==> src/coef_store_consts.svh <==
// Register offsets, widths and reset values of the calibration coefficient store
`ifndef COEF_STORE_CONSTS_SVH
`define COEF_STORE_CONSTS_SVH
`define ADDR_W            5
`define WORD_W            16
`define COEF_W            24
`define NUM_COEF          10
`define LOW_BASE          5'h03
`define LOW_LAST          5'h0c
`define HIGH_BASE         5'h0d
`define HIGH_LAST         5'h11
`define NUM_HIGH          5
`define ADR_SENS_OFF      5'h03
`define ADR_SENS_GAIN     5'h04
`define ADR_GTEMP         5'h05
`define ADR_OTEMP         5'h06
`define ADR_OSOT          5'h07
`define ADR_GSOT          5'h08
`define ADR_RSOT          5'h09
`define ADR_TOFF          5'h0a
`define ADR_TGAIN         5'h0b
`define ADR_TSOT          5'h0c
`define ADR_PAIR0         5'h0d
`define ADR_PAIR1         5'h0e
`define ADR_PAIR2         5'h0f
`define ADR_PAIR3         5'h10
`define ADR_PAIR4         5'h11
`define WORD_RESET        16'h0000
`define HIGH_UPPER_MSB    15
`define HIGH_UPPER_LSB    8
`define HIGH_LOWER_MSB    7
`define HIGH_LOWER_LSB    0
`define COEF_SIGN_BIT     23
`endif

==> src/coef_store_pkg.sv <==
// Types shared by the calibration coefficient store
`include "coef_store_consts.svh"
package coef_store_pkg;
   typedef logic [`WORD_W-1:0] word_t;
   typedef logic signed [`COEF_W-1:0] coef_t;
   typedef enum logic [9:0] {
      sensor_offset = 10'h001, sensor_gain = 10'h002, gain_temp = 10'h004, offset_temp = 10'h008,
      offset_temp_second_order = 10'h010, gain_temp_second_order = 10'h020,
      readout_second_order = 10'h040, temperature_offset = 10'h080, temperature_gain = 10'h100,
      temperature_second_order = 10'h200
   } coef_sel_t;
endpackage

==> src/coef_words_if.sv <==
// Raw stored words passed from the register file to the assembler
`timescale 1ns/1ns
`include "coef_store_consts.svh"
interface coef_words_if;
   import coef_store_pkg::*;
   word_t low_word  [`NUM_COEF];
   word_t high_word [`NUM_HIGH];
   modport store (output low_word, output high_word);
   modport build (input low_word, input high_word);
endinterface

==> src/calibration_coefficient_store.sv <==
// Calibration coefficient word store with host port and coefficient outputs
//
// Chosen here: strobed register access.
`timescale 1ns/1ns
`include "coef_store_consts.svh"
module calibration_coefficient_store
   import coef_store_pkg::*;
(
   input  wire logic                 ref_clk,
   input  wire logic                 arst_n,
   input  wire logic [`ADDR_W-1:0]   addr,
   input  wire logic [`WORD_W-1:0]   wdata,
   input  wire logic                 wr_stb,
   input  wire logic                 rd_stb,
   output logic      [`WORD_W-1:0]   rdata,
   output coef_t                     sensor_offset_coef,
   output coef_t                     sensor_gain_coef,
   output coef_t                     gain_temp_coef,
   output coef_t                     offset_temp_coef,
   output coef_t                     offset_temp_second_order_coef,
   output coef_t                     gain_temp_second_order_coef,
   output coef_t                     readout_second_order_coef,
   output coef_t                     temperature_offset_coef,
   output coef_t                     temperature_gain_coef,
   output coef_t                     temperature_second_order_coef
);
   coef_words_if words ();
   word_t low_q  [`NUM_COEF];
   word_t high_q [`NUM_HIGH];
   coef_t coef   [`NUM_COEF];

   // Address classification, used by the read path and the unmapped-read check
   function automatic logic is_low(input logic [`ADDR_W-1:0] a);
      return (a >= `LOW_BASE) && (a <= `LOW_LAST);
   endfunction
   function automatic logic is_high(input logic [`ADDR_W-1:0] a);
      return (a >= `HIGH_BASE) && (a <= `HIGH_LAST);
   endfunction

   // Low words; writes outside the map are dropped
   for (genvar i = 0; i < `NUM_COEF; i++) begin : g_low
      always_ff @(posedge ref_clk or negedge arst_n) begin
         if (!arst_n) begin
            low_q[i] <= `WORD_RESET;
         end else if (wr_stb && addr == `ADDR_W'(`LOW_BASE + i)) begin
            low_q[i] <= wdata;
         end
      end
   end

   // Packed high-byte pair words
   for (genvar j = 0; j < `NUM_HIGH; j++) begin : g_high
      always_ff @(posedge ref_clk or negedge arst_n) begin
         if (!arst_n) begin
            high_q[j] <= `WORD_RESET;
         end else if (wr_stb && addr == `ADDR_W'(`HIGH_BASE + j)) begin
            high_q[j] <= wdata;
         end
      end
   end

   assign words.low_word  = low_q;
   assign words.high_word = high_q;

   coef_assemble u_asm (
      .words (words.build),
      .coef  (coef)
   );

   // Read data valid only the cycle after the strobe; unmapped reads as zero
   always_ff @(posedge ref_clk or negedge arst_n) begin
      if (!arst_n) begin
         rdata <= `WORD_RESET;
      end else if (rd_stb && is_low(addr)) begin
         rdata <= low_q[4'(addr - `LOW_BASE)];
      end else if (rd_stb && is_high(addr)) begin
         rdata <= high_q[3'(addr - `HIGH_BASE)];
      end else begin
         rdata <= `WORD_RESET;
      end
   end

   // Coefficient outputs, signed for the correction math
   assign sensor_offset_coef            = coef[0];
   assign sensor_gain_coef              = coef[1];
   assign gain_temp_coef                = coef[2];
   assign offset_temp_coef              = coef[3];
   assign offset_temp_second_order_coef = coef[4];
   assign gain_temp_second_order_coef   = coef[5];
   assign readout_second_order_coef     = coef[6];
   assign temperature_offset_coef       = coef[7];
   assign temperature_gain_coef         = coef[8];
   assign temperature_second_order_coef = coef[9];

   // Checks on coefficient assembly, sign and readback, one group per coefficient
   // Readback is checked against the coefficient outputs, so a wrong pairing shows twice

   // Sensor offset: low word and upper byte of the first pair word
   AST_OFFSET: assert property (@(posedge ref_clk) disable iff (!arst_n)
      wr_stb && addr == `ADR_SENS_OFF |=> sensor_offset_coef[15:0] == $past(wdata))
      else $error("offset low word not applied");
   AST_OFFSET_HI: assert property (@(posedge ref_clk) disable iff (!arst_n)
      wr_stb && addr == `ADR_PAIR0 |=> sensor_offset_coef[23:16] == $past(wdata[15:8]))
      else $error("offset high byte wrong");
   AST_SIGN: assert property (@(posedge ref_clk) disable iff (!arst_n)
      wr_stb && addr == `ADR_PAIR0 && wdata[15] |=> sensor_offset_coef < 0)
      else $error("offset sign not negative");
   AST_OFFSET_POS: assert property (@(posedge ref_clk) disable iff (!arst_n)
      wr_stb && addr == `ADR_PAIR0 && !wdata[15] |=> sensor_offset_coef >= 0)
      else $error("offset sign not positive");
   AST_OFFSET_RB: assert property (@(posedge ref_clk) disable iff (!arst_n)
      rd_stb && addr == `ADR_SENS_OFF |=> rdata == $past(sensor_offset_coef[15:0]))
      else $error("offset low readback wrong");
   AST_PAIR0_RB: assert property (@(posedge ref_clk) disable iff (!arst_n)
      rd_stb && addr == `ADR_PAIR0 |=> rdata == $past({sensor_offset_coef[23:16], sensor_gain_coef[23:16]}))
      else $error("first pair readback wrong");

   // Sensor gain: low word and lower byte of the first pair word
   AST_GAIN_LO: assert property (@(posedge ref_clk) disable iff (!arst_n)
      wr_stb && addr == `ADR_SENS_GAIN |=> sensor_gain_coef[15:0] == $past(wdata))
      else $error("gain low word wrong");
   AST_GAIN_HI: assert property (@(posedge ref_clk) disable iff (!arst_n)
      wr_stb && addr == `ADR_PAIR0 |=> sensor_gain_coef[23:16] == $past(wdata[7:0]))
      else $error("gain high byte wrong");
   AST_GAIN_NEG: assert property (@(posedge ref_clk) disable iff (!arst_n)
      wr_stb && addr == `ADR_PAIR0 && wdata[7] |=> sensor_gain_coef < 0)
      else $error("gain sign not negative");
   AST_GAIN_POS: assert property (@(posedge ref_clk) disable iff (!arst_n)
      wr_stb && addr == `ADR_PAIR0 && !wdata[7] |=> sensor_gain_coef >= 0)
      else $error("gain sign not positive");
   AST_GAIN_RB: assert property (@(posedge ref_clk) disable iff (!arst_n)
      rd_stb && addr == `ADR_SENS_GAIN |=> rdata == $past(sensor_gain_coef[15:0]))
      else $error("gain low readback wrong");

   // Gain temperature term: low word and upper byte of the second pair word
   AST_GTEMP_LO: assert property (@(posedge ref_clk) disable iff (!arst_n)
      wr_stb && addr == `ADR_GTEMP |=> gain_temp_coef[15:0] == $past(wdata))
      else $error("gain temp low word wrong");
   AST_GTEMP: assert property (@(posedge ref_clk) disable iff (!arst_n)
      wr_stb && addr == `ADR_PAIR1 |=> gain_temp_coef[23:16] == $past(wdata[15:8]))
      else $error("gain temp high byte wrong");
   AST_GTEMP_NEG: assert property (@(posedge ref_clk) disable iff (!arst_n)
      wr_stb && addr == `ADR_PAIR1 && wdata[15] |=> gain_temp_coef < 0)
      else $error("gain temp sign not negative");
   AST_GTEMP_POS: assert property (@(posedge ref_clk) disable iff (!arst_n)
      wr_stb && addr == `ADR_PAIR1 && !wdata[15] |=> gain_temp_coef >= 0)
      else $error("gain temp sign not positive");
   AST_READBACK: assert property (@(posedge ref_clk) disable iff (!arst_n)
      rd_stb && addr == `ADR_GTEMP |=> rdata == $past(gain_temp_coef[15:0]))
      else $error("readback mismatch");
   AST_PAIR1_RB: assert property (@(posedge ref_clk) disable iff (!arst_n)
      rd_stb && addr == `ADR_PAIR1 |=> rdata == $past({gain_temp_coef[23:16], offset_temp_coef[23:16]}))
      else $error("second pair readback wrong");

   // Offset temperature term: low word and lower byte of the second pair word
   AST_OTEMP: assert property (@(posedge ref_clk) disable iff (!arst_n)
      wr_stb && addr == `ADR_OTEMP |=> offset_temp_coef[15:0] == $past(wdata))
      else $error("offset temp low word wrong");
   AST_OTEMP_HI: assert property (@(posedge ref_clk) disable iff (!arst_n)
      wr_stb && addr == `ADR_PAIR1 |=> offset_temp_coef[23:16] == $past(wdata[7:0]))
      else $error("offset temp high byte wrong");
   AST_OTEMP_NEG: assert property (@(posedge ref_clk) disable iff (!arst_n)
      wr_stb && addr == `ADR_PAIR1 && wdata[7] |=> offset_temp_coef < 0)
      else $error("offset temp sign not negative");
   AST_OTEMP_POS: assert property (@(posedge ref_clk) disable iff (!arst_n)
      wr_stb && addr == `ADR_PAIR1 && !wdata[7] |=> offset_temp_coef >= 0)
      else $error("offset temp sign not positive");
   AST_OTEMP_RB: assert property (@(posedge ref_clk) disable iff (!arst_n)
      rd_stb && addr == `ADR_OTEMP |=> rdata == $past(offset_temp_coef[15:0]))
      else $error("offset temp readback wrong");

   // Offset second-order term: low word and upper byte of the third pair word
   AST_OSOT_LO: assert property (@(posedge ref_clk) disable iff (!arst_n)
      wr_stb && addr == `ADR_OSOT |=> offset_temp_second_order_coef[15:0] == $past(wdata))
      else $error("offset second order low wrong");
   AST_OSOT: assert property (@(posedge ref_clk) disable iff (!arst_n)
      wr_stb && addr == `ADR_PAIR2 |=> offset_temp_second_order_coef[23:16] == $past(wdata[15:8]))
      else $error("offset second order high wrong");
   AST_OSOT_NEG: assert property (@(posedge ref_clk) disable iff (!arst_n)
      wr_stb && addr == `ADR_PAIR2 && wdata[15] |=> offset_temp_second_order_coef < 0)
      else $error("offset second order sign not negative");
   AST_OSOT_POS: assert property (@(posedge ref_clk) disable iff (!arst_n)
      wr_stb && addr == `ADR_PAIR2 && !wdata[15] |=> offset_temp_second_order_coef >= 0)
      else $error("offset second order sign not positive");
   AST_OSOT_RB: assert property (@(posedge ref_clk) disable iff (!arst_n)
      rd_stb && addr == `ADR_OSOT |=> rdata == $past(offset_temp_second_order_coef[15:0]))
      else $error("offset second order readback wrong");
   AST_PAIR2_RB: assert property (@(posedge ref_clk) disable iff (!arst_n)
      rd_stb && addr == `ADR_PAIR2 |=> rdata == $past({offset_temp_second_order_coef[23:16],
                                                       gain_temp_second_order_coef[23:16]}))
      else $error("third pair readback wrong");

   // Gain second-order term: low word and lower byte of the third pair word
   AST_GSOT_LO: assert property (@(posedge ref_clk) disable iff (!arst_n)
      wr_stb && addr == `ADR_GSOT |=> gain_temp_second_order_coef[15:0] == $past(wdata))
      else $error("gain second order low wrong");
   AST_GSOT: assert property (@(posedge ref_clk) disable iff (!arst_n)
      wr_stb && addr == `ADR_PAIR2 |=> gain_temp_second_order_coef[23:16] == $past(wdata[7:0]))
      else $error("gain second order high wrong");
   AST_GSOT_NEG: assert property (@(posedge ref_clk) disable iff (!arst_n)
      wr_stb && addr == `ADR_PAIR2 && wdata[7] |=> gain_temp_second_order_coef < 0)
      else $error("gain second order sign not negative");
   AST_GSOT_POS: assert property (@(posedge ref_clk) disable iff (!arst_n)
      wr_stb && addr == `ADR_PAIR2 && !wdata[7] |=> gain_temp_second_order_coef >= 0)
      else $error("gain second order sign not positive");
   AST_GSOT_RB: assert property (@(posedge ref_clk) disable iff (!arst_n)
      rd_stb && addr == `ADR_GSOT |=> rdata == $past(gain_temp_second_order_coef[15:0]))
      else $error("gain second order readback wrong");

   // Readout second-order term: low word and upper byte of the fourth pair word
   AST_RSOT_LO: assert property (@(posedge ref_clk) disable iff (!arst_n)
      wr_stb && addr == `ADR_RSOT |=> readout_second_order_coef[15:0] == $past(wdata))
      else $error("readout second order low wrong");
   AST_RSOT: assert property (@(posedge ref_clk) disable iff (!arst_n)
      wr_stb && addr == `ADR_PAIR3 |=> readout_second_order_coef[23:16] == $past(wdata[15:8]))
      else $error("readout second order high wrong");
   AST_RSOT_NEG: assert property (@(posedge ref_clk) disable iff (!arst_n)
      wr_stb && addr == `ADR_PAIR3 && wdata[15] |=> readout_second_order_coef < 0)
      else $error("readout second order sign not negative");
   AST_RSOT_POS: assert property (@(posedge ref_clk) disable iff (!arst_n)
      wr_stb && addr == `ADR_PAIR3 && !wdata[15] |=> readout_second_order_coef >= 0)
      else $error("readout second order sign not positive");
   AST_RSOT_RB: assert property (@(posedge ref_clk) disable iff (!arst_n)
      rd_stb && addr == `ADR_RSOT |=> rdata == $past(readout_second_order_coef[15:0]))
      else $error("readout second order readback wrong");
   AST_PAIR3_RB: assert property (@(posedge ref_clk) disable iff (!arst_n)
      rd_stb && addr == `ADR_PAIR3 |=> rdata == $past({readout_second_order_coef[23:16],
                                                       temperature_offset_coef[23:16]}))
      else $error("fourth pair readback wrong");

   // Temperature offset: low word and lower byte of the fourth pair word
   AST_TOFF_LO: assert property (@(posedge ref_clk) disable iff (!arst_n)
      wr_stb && addr == `ADR_TOFF |=> temperature_offset_coef[15:0] == $past(wdata))
      else $error("temperature offset low wrong");
   AST_TOFF: assert property (@(posedge ref_clk) disable iff (!arst_n)
      wr_stb && addr == `ADR_PAIR3 |=> temperature_offset_coef[23:16] == $past(wdata[7:0]))
      else $error("temperature offset high wrong");
   AST_TOFF_NEG: assert property (@(posedge ref_clk) disable iff (!arst_n)
      wr_stb && addr == `ADR_PAIR3 && wdata[7] |=> temperature_offset_coef < 0)
      else $error("temperature offset sign not negative");
   AST_TOFF_POS: assert property (@(posedge ref_clk) disable iff (!arst_n)
      wr_stb && addr == `ADR_PAIR3 && !wdata[7] |=> temperature_offset_coef >= 0)
      else $error("temperature offset sign not positive");
   AST_TOFF_RB: assert property (@(posedge ref_clk) disable iff (!arst_n)
      rd_stb && addr == `ADR_TOFF |=> rdata == $past(temperature_offset_coef[15:0]))
      else $error("temperature offset readback wrong");

   // Temperature gain: low word and upper byte of the last pair word
   AST_TGAIN: assert property (@(posedge ref_clk) disable iff (!arst_n)
      wr_stb && addr == `ADR_TGAIN |=> temperature_gain_coef[15:0] == $past(wdata))
      else $error("temperature gain low wrong");
   AST_TGAIN_HI: assert property (@(posedge ref_clk) disable iff (!arst_n)
      wr_stb && addr == `ADR_PAIR4 |=> temperature_gain_coef[23:16] == $past(wdata[15:8]))
      else $error("temperature gain high wrong");
   AST_TGAIN_NEG: assert property (@(posedge ref_clk) disable iff (!arst_n)
      wr_stb && addr == `ADR_PAIR4 && wdata[15] |=> temperature_gain_coef < 0)
      else $error("temperature gain sign not negative");
   AST_TGAIN_POS: assert property (@(posedge ref_clk) disable iff (!arst_n)
      wr_stb && addr == `ADR_PAIR4 && !wdata[15] |=> temperature_gain_coef >= 0)
      else $error("temperature gain sign not positive");
   AST_TGAIN_RB: assert property (@(posedge ref_clk) disable iff (!arst_n)
      rd_stb && addr == `ADR_TGAIN |=> rdata == $past(temperature_gain_coef[15:0]))
      else $error("temperature gain readback wrong");
   AST_PAIR4_RB: assert property (@(posedge ref_clk) disable iff (!arst_n)
      rd_stb && addr == `ADR_PAIR4 |=> rdata == $past({temperature_gain_coef[23:16],
                                                       temperature_second_order_coef[23:16]}))
      else $error("last pair readback wrong");

   // Temperature second-order term: low word and lower byte of the last pair word
   AST_TSOT_LO: assert property (@(posedge ref_clk) disable iff (!arst_n)
      wr_stb && addr == `ADR_TSOT |=> temperature_second_order_coef[15:0] == $past(wdata))
      else $error("temperature second order low wrong");
   AST_TSOT: assert property (@(posedge ref_clk) disable iff (!arst_n)
      wr_stb && addr == `ADR_PAIR4 |=> temperature_second_order_coef[23:16] == $past(wdata[7:0]))
      else $error("temperature second order high wrong");
   AST_TSOT_NEG: assert property (@(posedge ref_clk) disable iff (!arst_n)
      wr_stb && addr == `ADR_PAIR4 && wdata[7] |=> temperature_second_order_coef < 0)
      else $error("temperature second order sign not negative");
   AST_TSOT_POS: assert property (@(posedge ref_clk) disable iff (!arst_n)
      wr_stb && addr == `ADR_PAIR4 && !wdata[7] |=> temperature_second_order_coef >= 0)
      else $error("temperature second order sign not positive");
   AST_TSOT_RB: assert property (@(posedge ref_clk) disable iff (!arst_n)
      rd_stb && addr == `ADR_TSOT |=> rdata == $past(temperature_second_order_coef[15:0]))
      else $error("temperature second order readback wrong");

   // Read port: data stand one cycle only, unmapped reads give zero, reset zeroes rdata and the first and last coefficients
   AST_RD_IDLE: assert property (@(posedge ref_clk) disable iff (!arst_n)
      !rd_stb |=> rdata == `WORD_RESET)
      else $error("read data not cleared after strobe");
   AST_RD_UNMAP: assert property (@(posedge ref_clk) disable iff (!arst_n)
      rd_stb && !is_low(addr) && !is_high(addr) |=> rdata == `WORD_RESET)
      else $error("unmapped read not zero");
   AST_RST_ZERO: assert property (@(posedge ref_clk)
      !arst_n |-> rdata == `WORD_RESET && sensor_offset_coef == 0 && temperature_second_order_coef == 0)
      else $error("reset values not zero");

   // Main scenarios worth seeing in a run
   COV_WRITE_HIGH: cover property (@(posedge ref_clk) disable iff (!arst_n) wr_stb && addr == `ADR_PAIR0);
   COV_READ_LOW: cover property (@(posedge ref_clk) disable iff (!arst_n) rd_stb && addr == `ADR_SENS_OFF);
   COV_NEG_COEF: cover property (@(posedge ref_clk) disable iff (!arst_n) temperature_gain_coef < 0);
   COV_WR_THEN_RD: cover property (@(posedge ref_clk) disable iff (!arst_n) wr_stb ##2 rd_stb);
endmodule

==> src/coef_assemble.sv <==
// Joins low words and packed high bytes into signed 24-bit coefficients
`timescale 1ns/1ns
`include "coef_store_consts.svh"
module coef_assemble
   import coef_store_pkg::*;
(
   coef_words_if.build    words,
   output coef_t          coef [`NUM_COEF]
);
   // Even coefficients take the upper byte of their pair word, odd ones the lower byte
   for (genvar i = 0; i < `NUM_COEF; i++) begin : g_coef
      if (i % 2 == 0) begin : g_up
         assign coef[i] = {words.high_word[i/2][`HIGH_UPPER_MSB:`HIGH_UPPER_LSB], words.low_word[i]};
      end else begin : g_lo
         assign coef[i] = {words.high_word[i/2][`HIGH_LOWER_MSB:`HIGH_LOWER_LSB], words.low_word[i]};
      end
   end
endmodule

==> config.mk <==
export PLATFORM = sky130hd
export DESIGN_NAME = calibration_coefficient_store
export DESIGN_NICKNAME = d
export VERILOG_FILES = /design/src/coef_store_pkg.sv /design/src/coef_words_if.sv /design/src/calibration_coefficient_store.sv /design/src/coef_assemble.sv
export VERILOG_INCLUDE_DIRS = /design/src
export SDC_FILE = /design/constraint.sdc
export NUM_CORES = 1
export LEC_CHECK = 0
export BUFFER_PORTS_ARGS = -buffer_cell sky130_fd_sc_hd__buf_4
export CORE_UTILIZATION = 60
export DETAILED_ROUTE_END_ITERATION = 8
export PLACE_DENSITY = 0.92
export REMOVE_ABC_BUFFERS = 1
export SLEW_MARGIN = 20
export SYNTH_ARGS = -nofsm -noshare
export SYNTH_HDL_FRONTEND = slang
export SYNTH_HIERARCHICAL = 1
export SYNTH_SLANG_ARGS = --single-unit
==> constraint.sdc <==
create_clock -name ref_clk -period 2.2 [get_ports ref_clk]
set_input_delay 0.44 -clock ref_clk [delete_from_list [all_inputs] [get_ports ref_clk]]
set_output_delay 0.44 -clock ref_clk [all_outputs]
set_load 0.05 [all_outputs]
==> results of run 1 <==
## synthesized netlist by cell type
cell type	count	area share
nor2_1	2	0.00056
buf_4	245	0.14
nor2_2	6	0.0028
nand3_1	20	0.0075
nand3_2	2	0.0015
xnor2_1	1	0.00065
xnor2_2	1	0.0012
nand4_1	2	0.00093
dfrtp_1	256	0.48
xor2_1	2	0.0013
ha_1	5	0.0047
nand2b_1	3	0.0014
o21ai_1	1	0.00037
buf_1	1	0.00028
mux2_2	272	0.23
and2b_1	1	0.00056
mux4_2	32	0.054
nand2_1	5	0.0014
and3_1	1	0.00047
clkbuf_2	1	0.00037
buf_2	28	0.010
nor3_1	17	0.0064
a221oi_1	16	0.010
o221ai_1	17	0.011
mux2i_1	32	0.024
nor3b_1	1	0.00056
a21o_1	1	0.00056
a21oi_1	2	0.00075
inv_1	2	0.00056
nor2b_1	4	0.0019
clkbuf_1	27	0.0076
and2_1	1	0.00047
and3b_1	1	0.00065
## how the worst max path moves through the flow
stage	startpoint	endpoint	slack, ps
global route	addr[0]	rdata[8]	120
finish	addr[0]	rdata[7]	220
detailed placement	addr[0]	rdata[7]	-240
CTS	addr[0]	rdata[7]	260
global placement	addr[0]	rdata[13]	-170
floorplan	addr[0]	rdata[0]	-570
## what timing repair did
item / CTS / global route
endpoints found under the hold margin: 60 / 0
hold buffers: 1 / 0
setup endpoints to repair: 0 / 0
gates resized for setup: 0 / 0
## area by class of cell
cell class	instances	area, µm²	share of cell area
clock inverters	6	65.1	0.00423
inverters	2	7.51	0.000488
repair buffers	347	2800	0.182
clock buffers	41	808	0.0526
well taps	280	350	0.0228
multi-input cells	448	4940	0.321
flip-flops and latches	256	6410	0.417
## sequential cells by signal, summed over array words and instances (netlist names)
register,cells
low_q,160
rdata,16
high_q,80
## placed cells by master, fill, tap and decap left out, types with 16 or more instances in the layout
cell / n
nand3_1: 20
nor3_1: 17
mux2i_1: 32
o221ai_1: 16
mux4_2: 32
a221oi_1: 16
clkbuf_16: 27
dfrtp_1: 256
buf_4: 330
mux2_2: 272
## power groups by stage
stage	Combinational, µW	Sequential (µW)	Clock (µW)
after global routing	7030	6510	4720
after detailed placement	6740	6460	0
after floorplan	1400	9350	0
after CTS	6790	6400	4540
after global placement	6610	6410	0
final	6770	6420	4500
## per-stage QoR
stage / std cells / setup WS, ps / hold slack [ps] / area (µm²) / utilization
global placement: 1332 / -169 / 443 / 14500 / 0.664
global route: 1380 / 118 / 262 / 15400 / 0.705
finish: 1380 / 215 / 260 / 15400 / 0.705
detailed placement: 1332 / -237 / 441 / 14500 / 0.664
floorplan: 706 / -575 / 144 / 11300 / -
CTS: 1380 / 258 / 242 / 15400 / 0.705
## kinds of logic after synthesis
kind of cell | after synthesis
buffers and inverters | 304
xor gates and xnor gates | 4
AOI/OAI and AO/OA | 37
DFF | 256
adders and majority gates | 5
and+or+nand+nor | 66
muxes | 336
## per-layer routing
layer  part of all wire  vias to the layer above  track usage
li1                   -                     3504            -
met2               0.49                      418        0.523
met1               0.40                     4368        0.436
met3              0.081                       65       0.0660
met4              0.024                        0       0.0855
met5                  0                        -            0
==> results.ini, run 1 <==
[logic_synthesis]
ys_seq_area_frac=0.479
synth_seq_cells=256
synth_xor_area_frac=0.00318
syn_avg_cell_area_um2=13.3
synth.cell_area_um2=13400
ys_types=33
synth_top_family_by_area=multiplexers
netlist_instances=1008
yosys_warnings=6
synth_simple_gate_area_frac=0.0270
synthMuxAreaShare=0.307
synth_compound_area_frac=0.0233
synthAdderAreaFrac=0.00467

[die]
ios=281
die_width_um=151
die_height_um=151
dieArea_um2=22900
core_um2=21800
rows=54
initial_core_util=0.613

[timing]
max_clock_freq_mhz=504
fin_crit_ps=1980
tightest_slew_ps=1100
finalClockSkew_ps=19.3
slew_viol_final=0
setup_viol_count_final=0
slew_headroom=0.263
hold_viol=0
final.setup.tns_ps=0
finalCritPeriodShare=0.902
grt_setup_unrepaired=false

[clock_network]
h-tree-depth=1
cts_setup_buffers=0
clkLatencyLatePin_ps=540
clk_pin_slew_worst_paths_ps=60
clock-sinks=256
cts_tree=built
cts_buffers=27
cts.root.buffer_cell=clkbuf_16
cts_max_path_buffers=3

[critical_path]
cp_num_buf_inv=2
cp.depth=7
critPathMaxStageDelay_ps=860
worstReg2RegEnd=rdata[0]
path_class=input pin to flop
path_cells=buf_4, inv_1, ha_1, xnor2_4, nor2b_2, a221oi_1, o221ai_1
required_ps=2650
cp_top_family=simple AND/OR/NAND/NOR gates
rrSetupSlack_ps=660
arrival_ps=2430
rr_worst_depth=4
end_kind=flop
crit_fanout=16
cp_slowest_cell=nor2b_2
cp-start-kind=input pin
r2r-start=low_q[64]

[final_layout]
fillerInstances=1442
nets=1112
drive_above_1_share=0.643
areaGrowthSynthToFinish_pct=14.9
num_antenna_cells=0

[routing]
drc=0
vias=8355
drt-vias-per-instance=6.05
drt_iter0_drc=452
drt_wl_total_um=36200
ant_nets=0
first_pass_iters=5
wl_per_cell_um=26.2

[min_path]
hold_depth=2
min_path_type=input pin to flop
hold_start=wdata[1]
min_to=high_q[65]

[pwr]
power_uw=17700
p_clk_frac=0.254
switching_share=0.403
ir_worst_vdd_v=0.000921
p_per_area_nw_per_um2=1150
power_leakage_uw=0.00746
seqPwrFrac=0.363
p_int_uw=10600
combPwrFrac=0.383
switchingPower_uw=7120

[placement]
post-dp-hpwl_um=24000
routabilityCongestion=0.841
port_buffers=280

[grt]
grt_pass1_wl_um=53400
overflow=0
grt_max_degree=69
track_usage=0.320
grt_pass1_vias=8601
antenna_found_initial=0

[run]
drv_cap=0

[run_status]
outcome=complete, no violations

Power figures use the tool's default switching activity.
==> run 2, diff against run 1 <==
Settings changed: CORE_MARGIN from default to 2.
==> results.ini, run 2 (synthesized netlist as in run 1, its figures left out) <==
[timing]
slew_viol_final=0  ; unchanged
finalClockSkew_ps=9.48  ; was 19.3 ps
slew_headroom=0.306  ; was 0.263
max_clock_freq_mhz=564  ; was 504 MHz
hold_viol=0  ; unchanged
finalCritPeriodShare=0.806  ; was 0.902
fin_crit_ps=1770  ; was 1980 ps
grt_setup_unrepaired=false  ; unchanged
layout_setup_ws_ps=426  ; was 215 ps
tightest_slew_ps=1040  ; was 1100 ps
hold-worst-slack_ps=289  ; was 260 ps
setup_viol_count_final=0  ; unchanged

[final_layout]
final_common_cell=buf_4  ; unchanged
multi_input_area_um2=4910  ; was 4940 µm²
areaGrowthSynthToFinish_pct=14.6  ; was 14.9%
reg_top3=low_q x160, high_q x80, rdata x16  ; unchanged
top_register=low_q  ; unchanged
nets=1110  ; was 1112
fin_cells=1376  ; was 1380
seqCellArea_um2=6410  ; unchanged
largest_reg_flops=160  ; unchanged
stdcell_area_um2=15300  ; was 15400 µm²
final_cell_mix=buf_4, mux2_2, dfrtp_1  ; unchanged
fillerInstances=1447  ; was 1442
drive_above_1_share=0.639  ; was 0.643

[routing]
drt-vias-per-instance=6.11  ; was 6.05
drc=0  ; unchanged
drt_wl_total_um=35700  ; was 36200 µm
drt_iter0_drc=461  ; was 452
wl_per_cell_um=26.0  ; was 26.2 µm
first_pass_iters=5  ; unchanged
vias=8406  ; was 8355
ant_nets=0  ; unchanged

[min_path]
hold_start=wdata[11]  ; was wdata[1]
min_path_type=input pin to flop  ; unchanged

[placement]
placed_cell_area_um2=14500  ; about the same
routabilityCongestion=0.927  ; was 0.841
post-dp-hpwl_um=25300  ; was 24000 µm
dp.cells=1331  ; was 1332
port_buffers=280  ; unchanged
pre_cts_slack_ps=-48.4  ; was -237 ps

[clock_network]
cts.root.buffer_cell=clkbuf_16  ; unchanged
cts_buffers=26  ; was 27
clk_pin_slew_worst_paths_ps=60  ; about the same
h-tree-depth=1  ; unchanged
cts_setup_buffers=0  ; unchanged
cts_resized=0  ; unchanged
clock-sinks=256  ; unchanged
cts_tree=built  ; unchanged
cts_max_path_buffers=3  ; unchanged
clkLatencyLatePin_ps=530  ; was 540 ps
hold_buffers=1  ; unchanged

[pwr]
power_leakage_uw=0.00744  ; was 0.00746 µW
p_per_area_nw_per_um2=1150  ; about the same
p_int_uw=10500  ; was 10600 µW
switchingPower_uw=7110  ; was 7120 µW
switching_share=0.403  ; about the same
combPwrFrac=0.386  ; was 0.383
ir_worst_vdd_v=0.000799  ; was 0.000921 V
p_clk_frac=0.248  ; was 0.254
seqPwrFrac=0.365  ; was 0.363

[die]
dieArea_um2=23500  ; was 22900 µm²
die_height_um=153  ; was 151 µm
core_um2=21900  ; was 21800 µm²
initial_core_util=0.611  ; was 0.613
rows=54  ; unchanged
die_width_um=153  ; was 151 µm
ios=281  ; unchanged

[critical_path]
cp_num_buf_inv=3  ; was 2
cp_slowest_cell=a221oi_1  ; was nor2b_2
arrival_ps=2150  ; was 2430 ps
cp_top_family=compound AO/OA/AOI/OAI gates  ; was simple AND/OR/NAND/NOR gates
cp.depth=8  ; was 7
startpoint=addr[0]  ; unchanged
worstReg2RegEnd=rdata[8]  ; was rdata[0]
required_ps=2580  ; was 2650 ps
r2r-start=low_q[72]  ; was low_q[64]
cp-start-kind=input pin  ; unchanged
rr_worst_depth=4  ; unchanged
end_kind=flop  ; unchanged
cpMostUsedCell=buf_4
path_cells=buf_4, inv_1, ha_1, xnor2_2, and3_1, buf_4, a221oi_1, o221ai_1  ; was buf_4, inv_1, ha_1, xnor2_4, nor2b_2, a221oi_1, o221ai_1
path_class=input pin to flop  ; unchanged
crit_fanout=6  ; was 16
rrSetupSlack_ps=650  ; was 660 ps
critPathMaxStageDelay_ps=480  ; was 860 ps
critPathCapture=rdata[15]  ; was rdata[7]

[grt]
track_usage=0.298  ; was 0.320
grt_pass1_wl_um=53900  ; was 53400 µm
grt_pass1_vias=8590  ; was 8601
overflow=0  ; unchanged
grt_max_degree=73  ; was 69
antenna_found_initial=0  ; unchanged

[run]
drv_cap=0  ; unchanged

[run_status]
outcome=complete, no violations  ; unchanged

==> run 2: power groups by stage <==
stage	Clock (µW)	Sequential (µW)	Combinational [µW]
after floorplan	0	9350	1400
after global placement	0	6460	6660
after detailed placement	0	6490	6800
after CTS	4440	6430	6840
after global routing	4630	6540	7030
final	4380	6450	6820
==> run 2: worst min-delay path by stage <==
stage | to | slack [ps] | depth (start not counted)
after global routing | high_q[74] | 300 | 2
after CTS | low_q[43] | 280 | 2
after detailed placement | high_q[39] | 460 | 1
final | low_q[43] | 290 | 2
after global placement | high_q[39] | 450 | 1
after floorplan | high_q[0] | 140 | 0
==> run 2: layout make-up <==
cell class,count,area share
diodes,1,0.000163
clock buffers,40,0.0525
clock inverters,3,0.00261
inverters,2,0.000489
multi-input cells,448,0.320
flip-flops and latches,256,0.418
well taps,280,0.0228
repair buffers,346,0.184
==> run 2: through the flow <==
| stage | setup TNS, ps | total power [µW] | utilization |
|---|---|---|---|
| after detailed placement | -425 | 13300 | 0.661 |
| after floorplan | -9190 | 10800 | - |
| after global routing | 0 | 18200 | 0.701 |
| after global placement | -62.5 | 13100 | 0.661 |
| final | 0 | 17600 | 0.701 |
| after CTS | 0 | 17700 | 0.701 |
==> run 2: routing by layer <==
layer  wire length, µm  track usage
met2             16700        0.458
met3              2820       0.0604
met5                 0            0
met4              1550        0.120
met1             14600        0.420
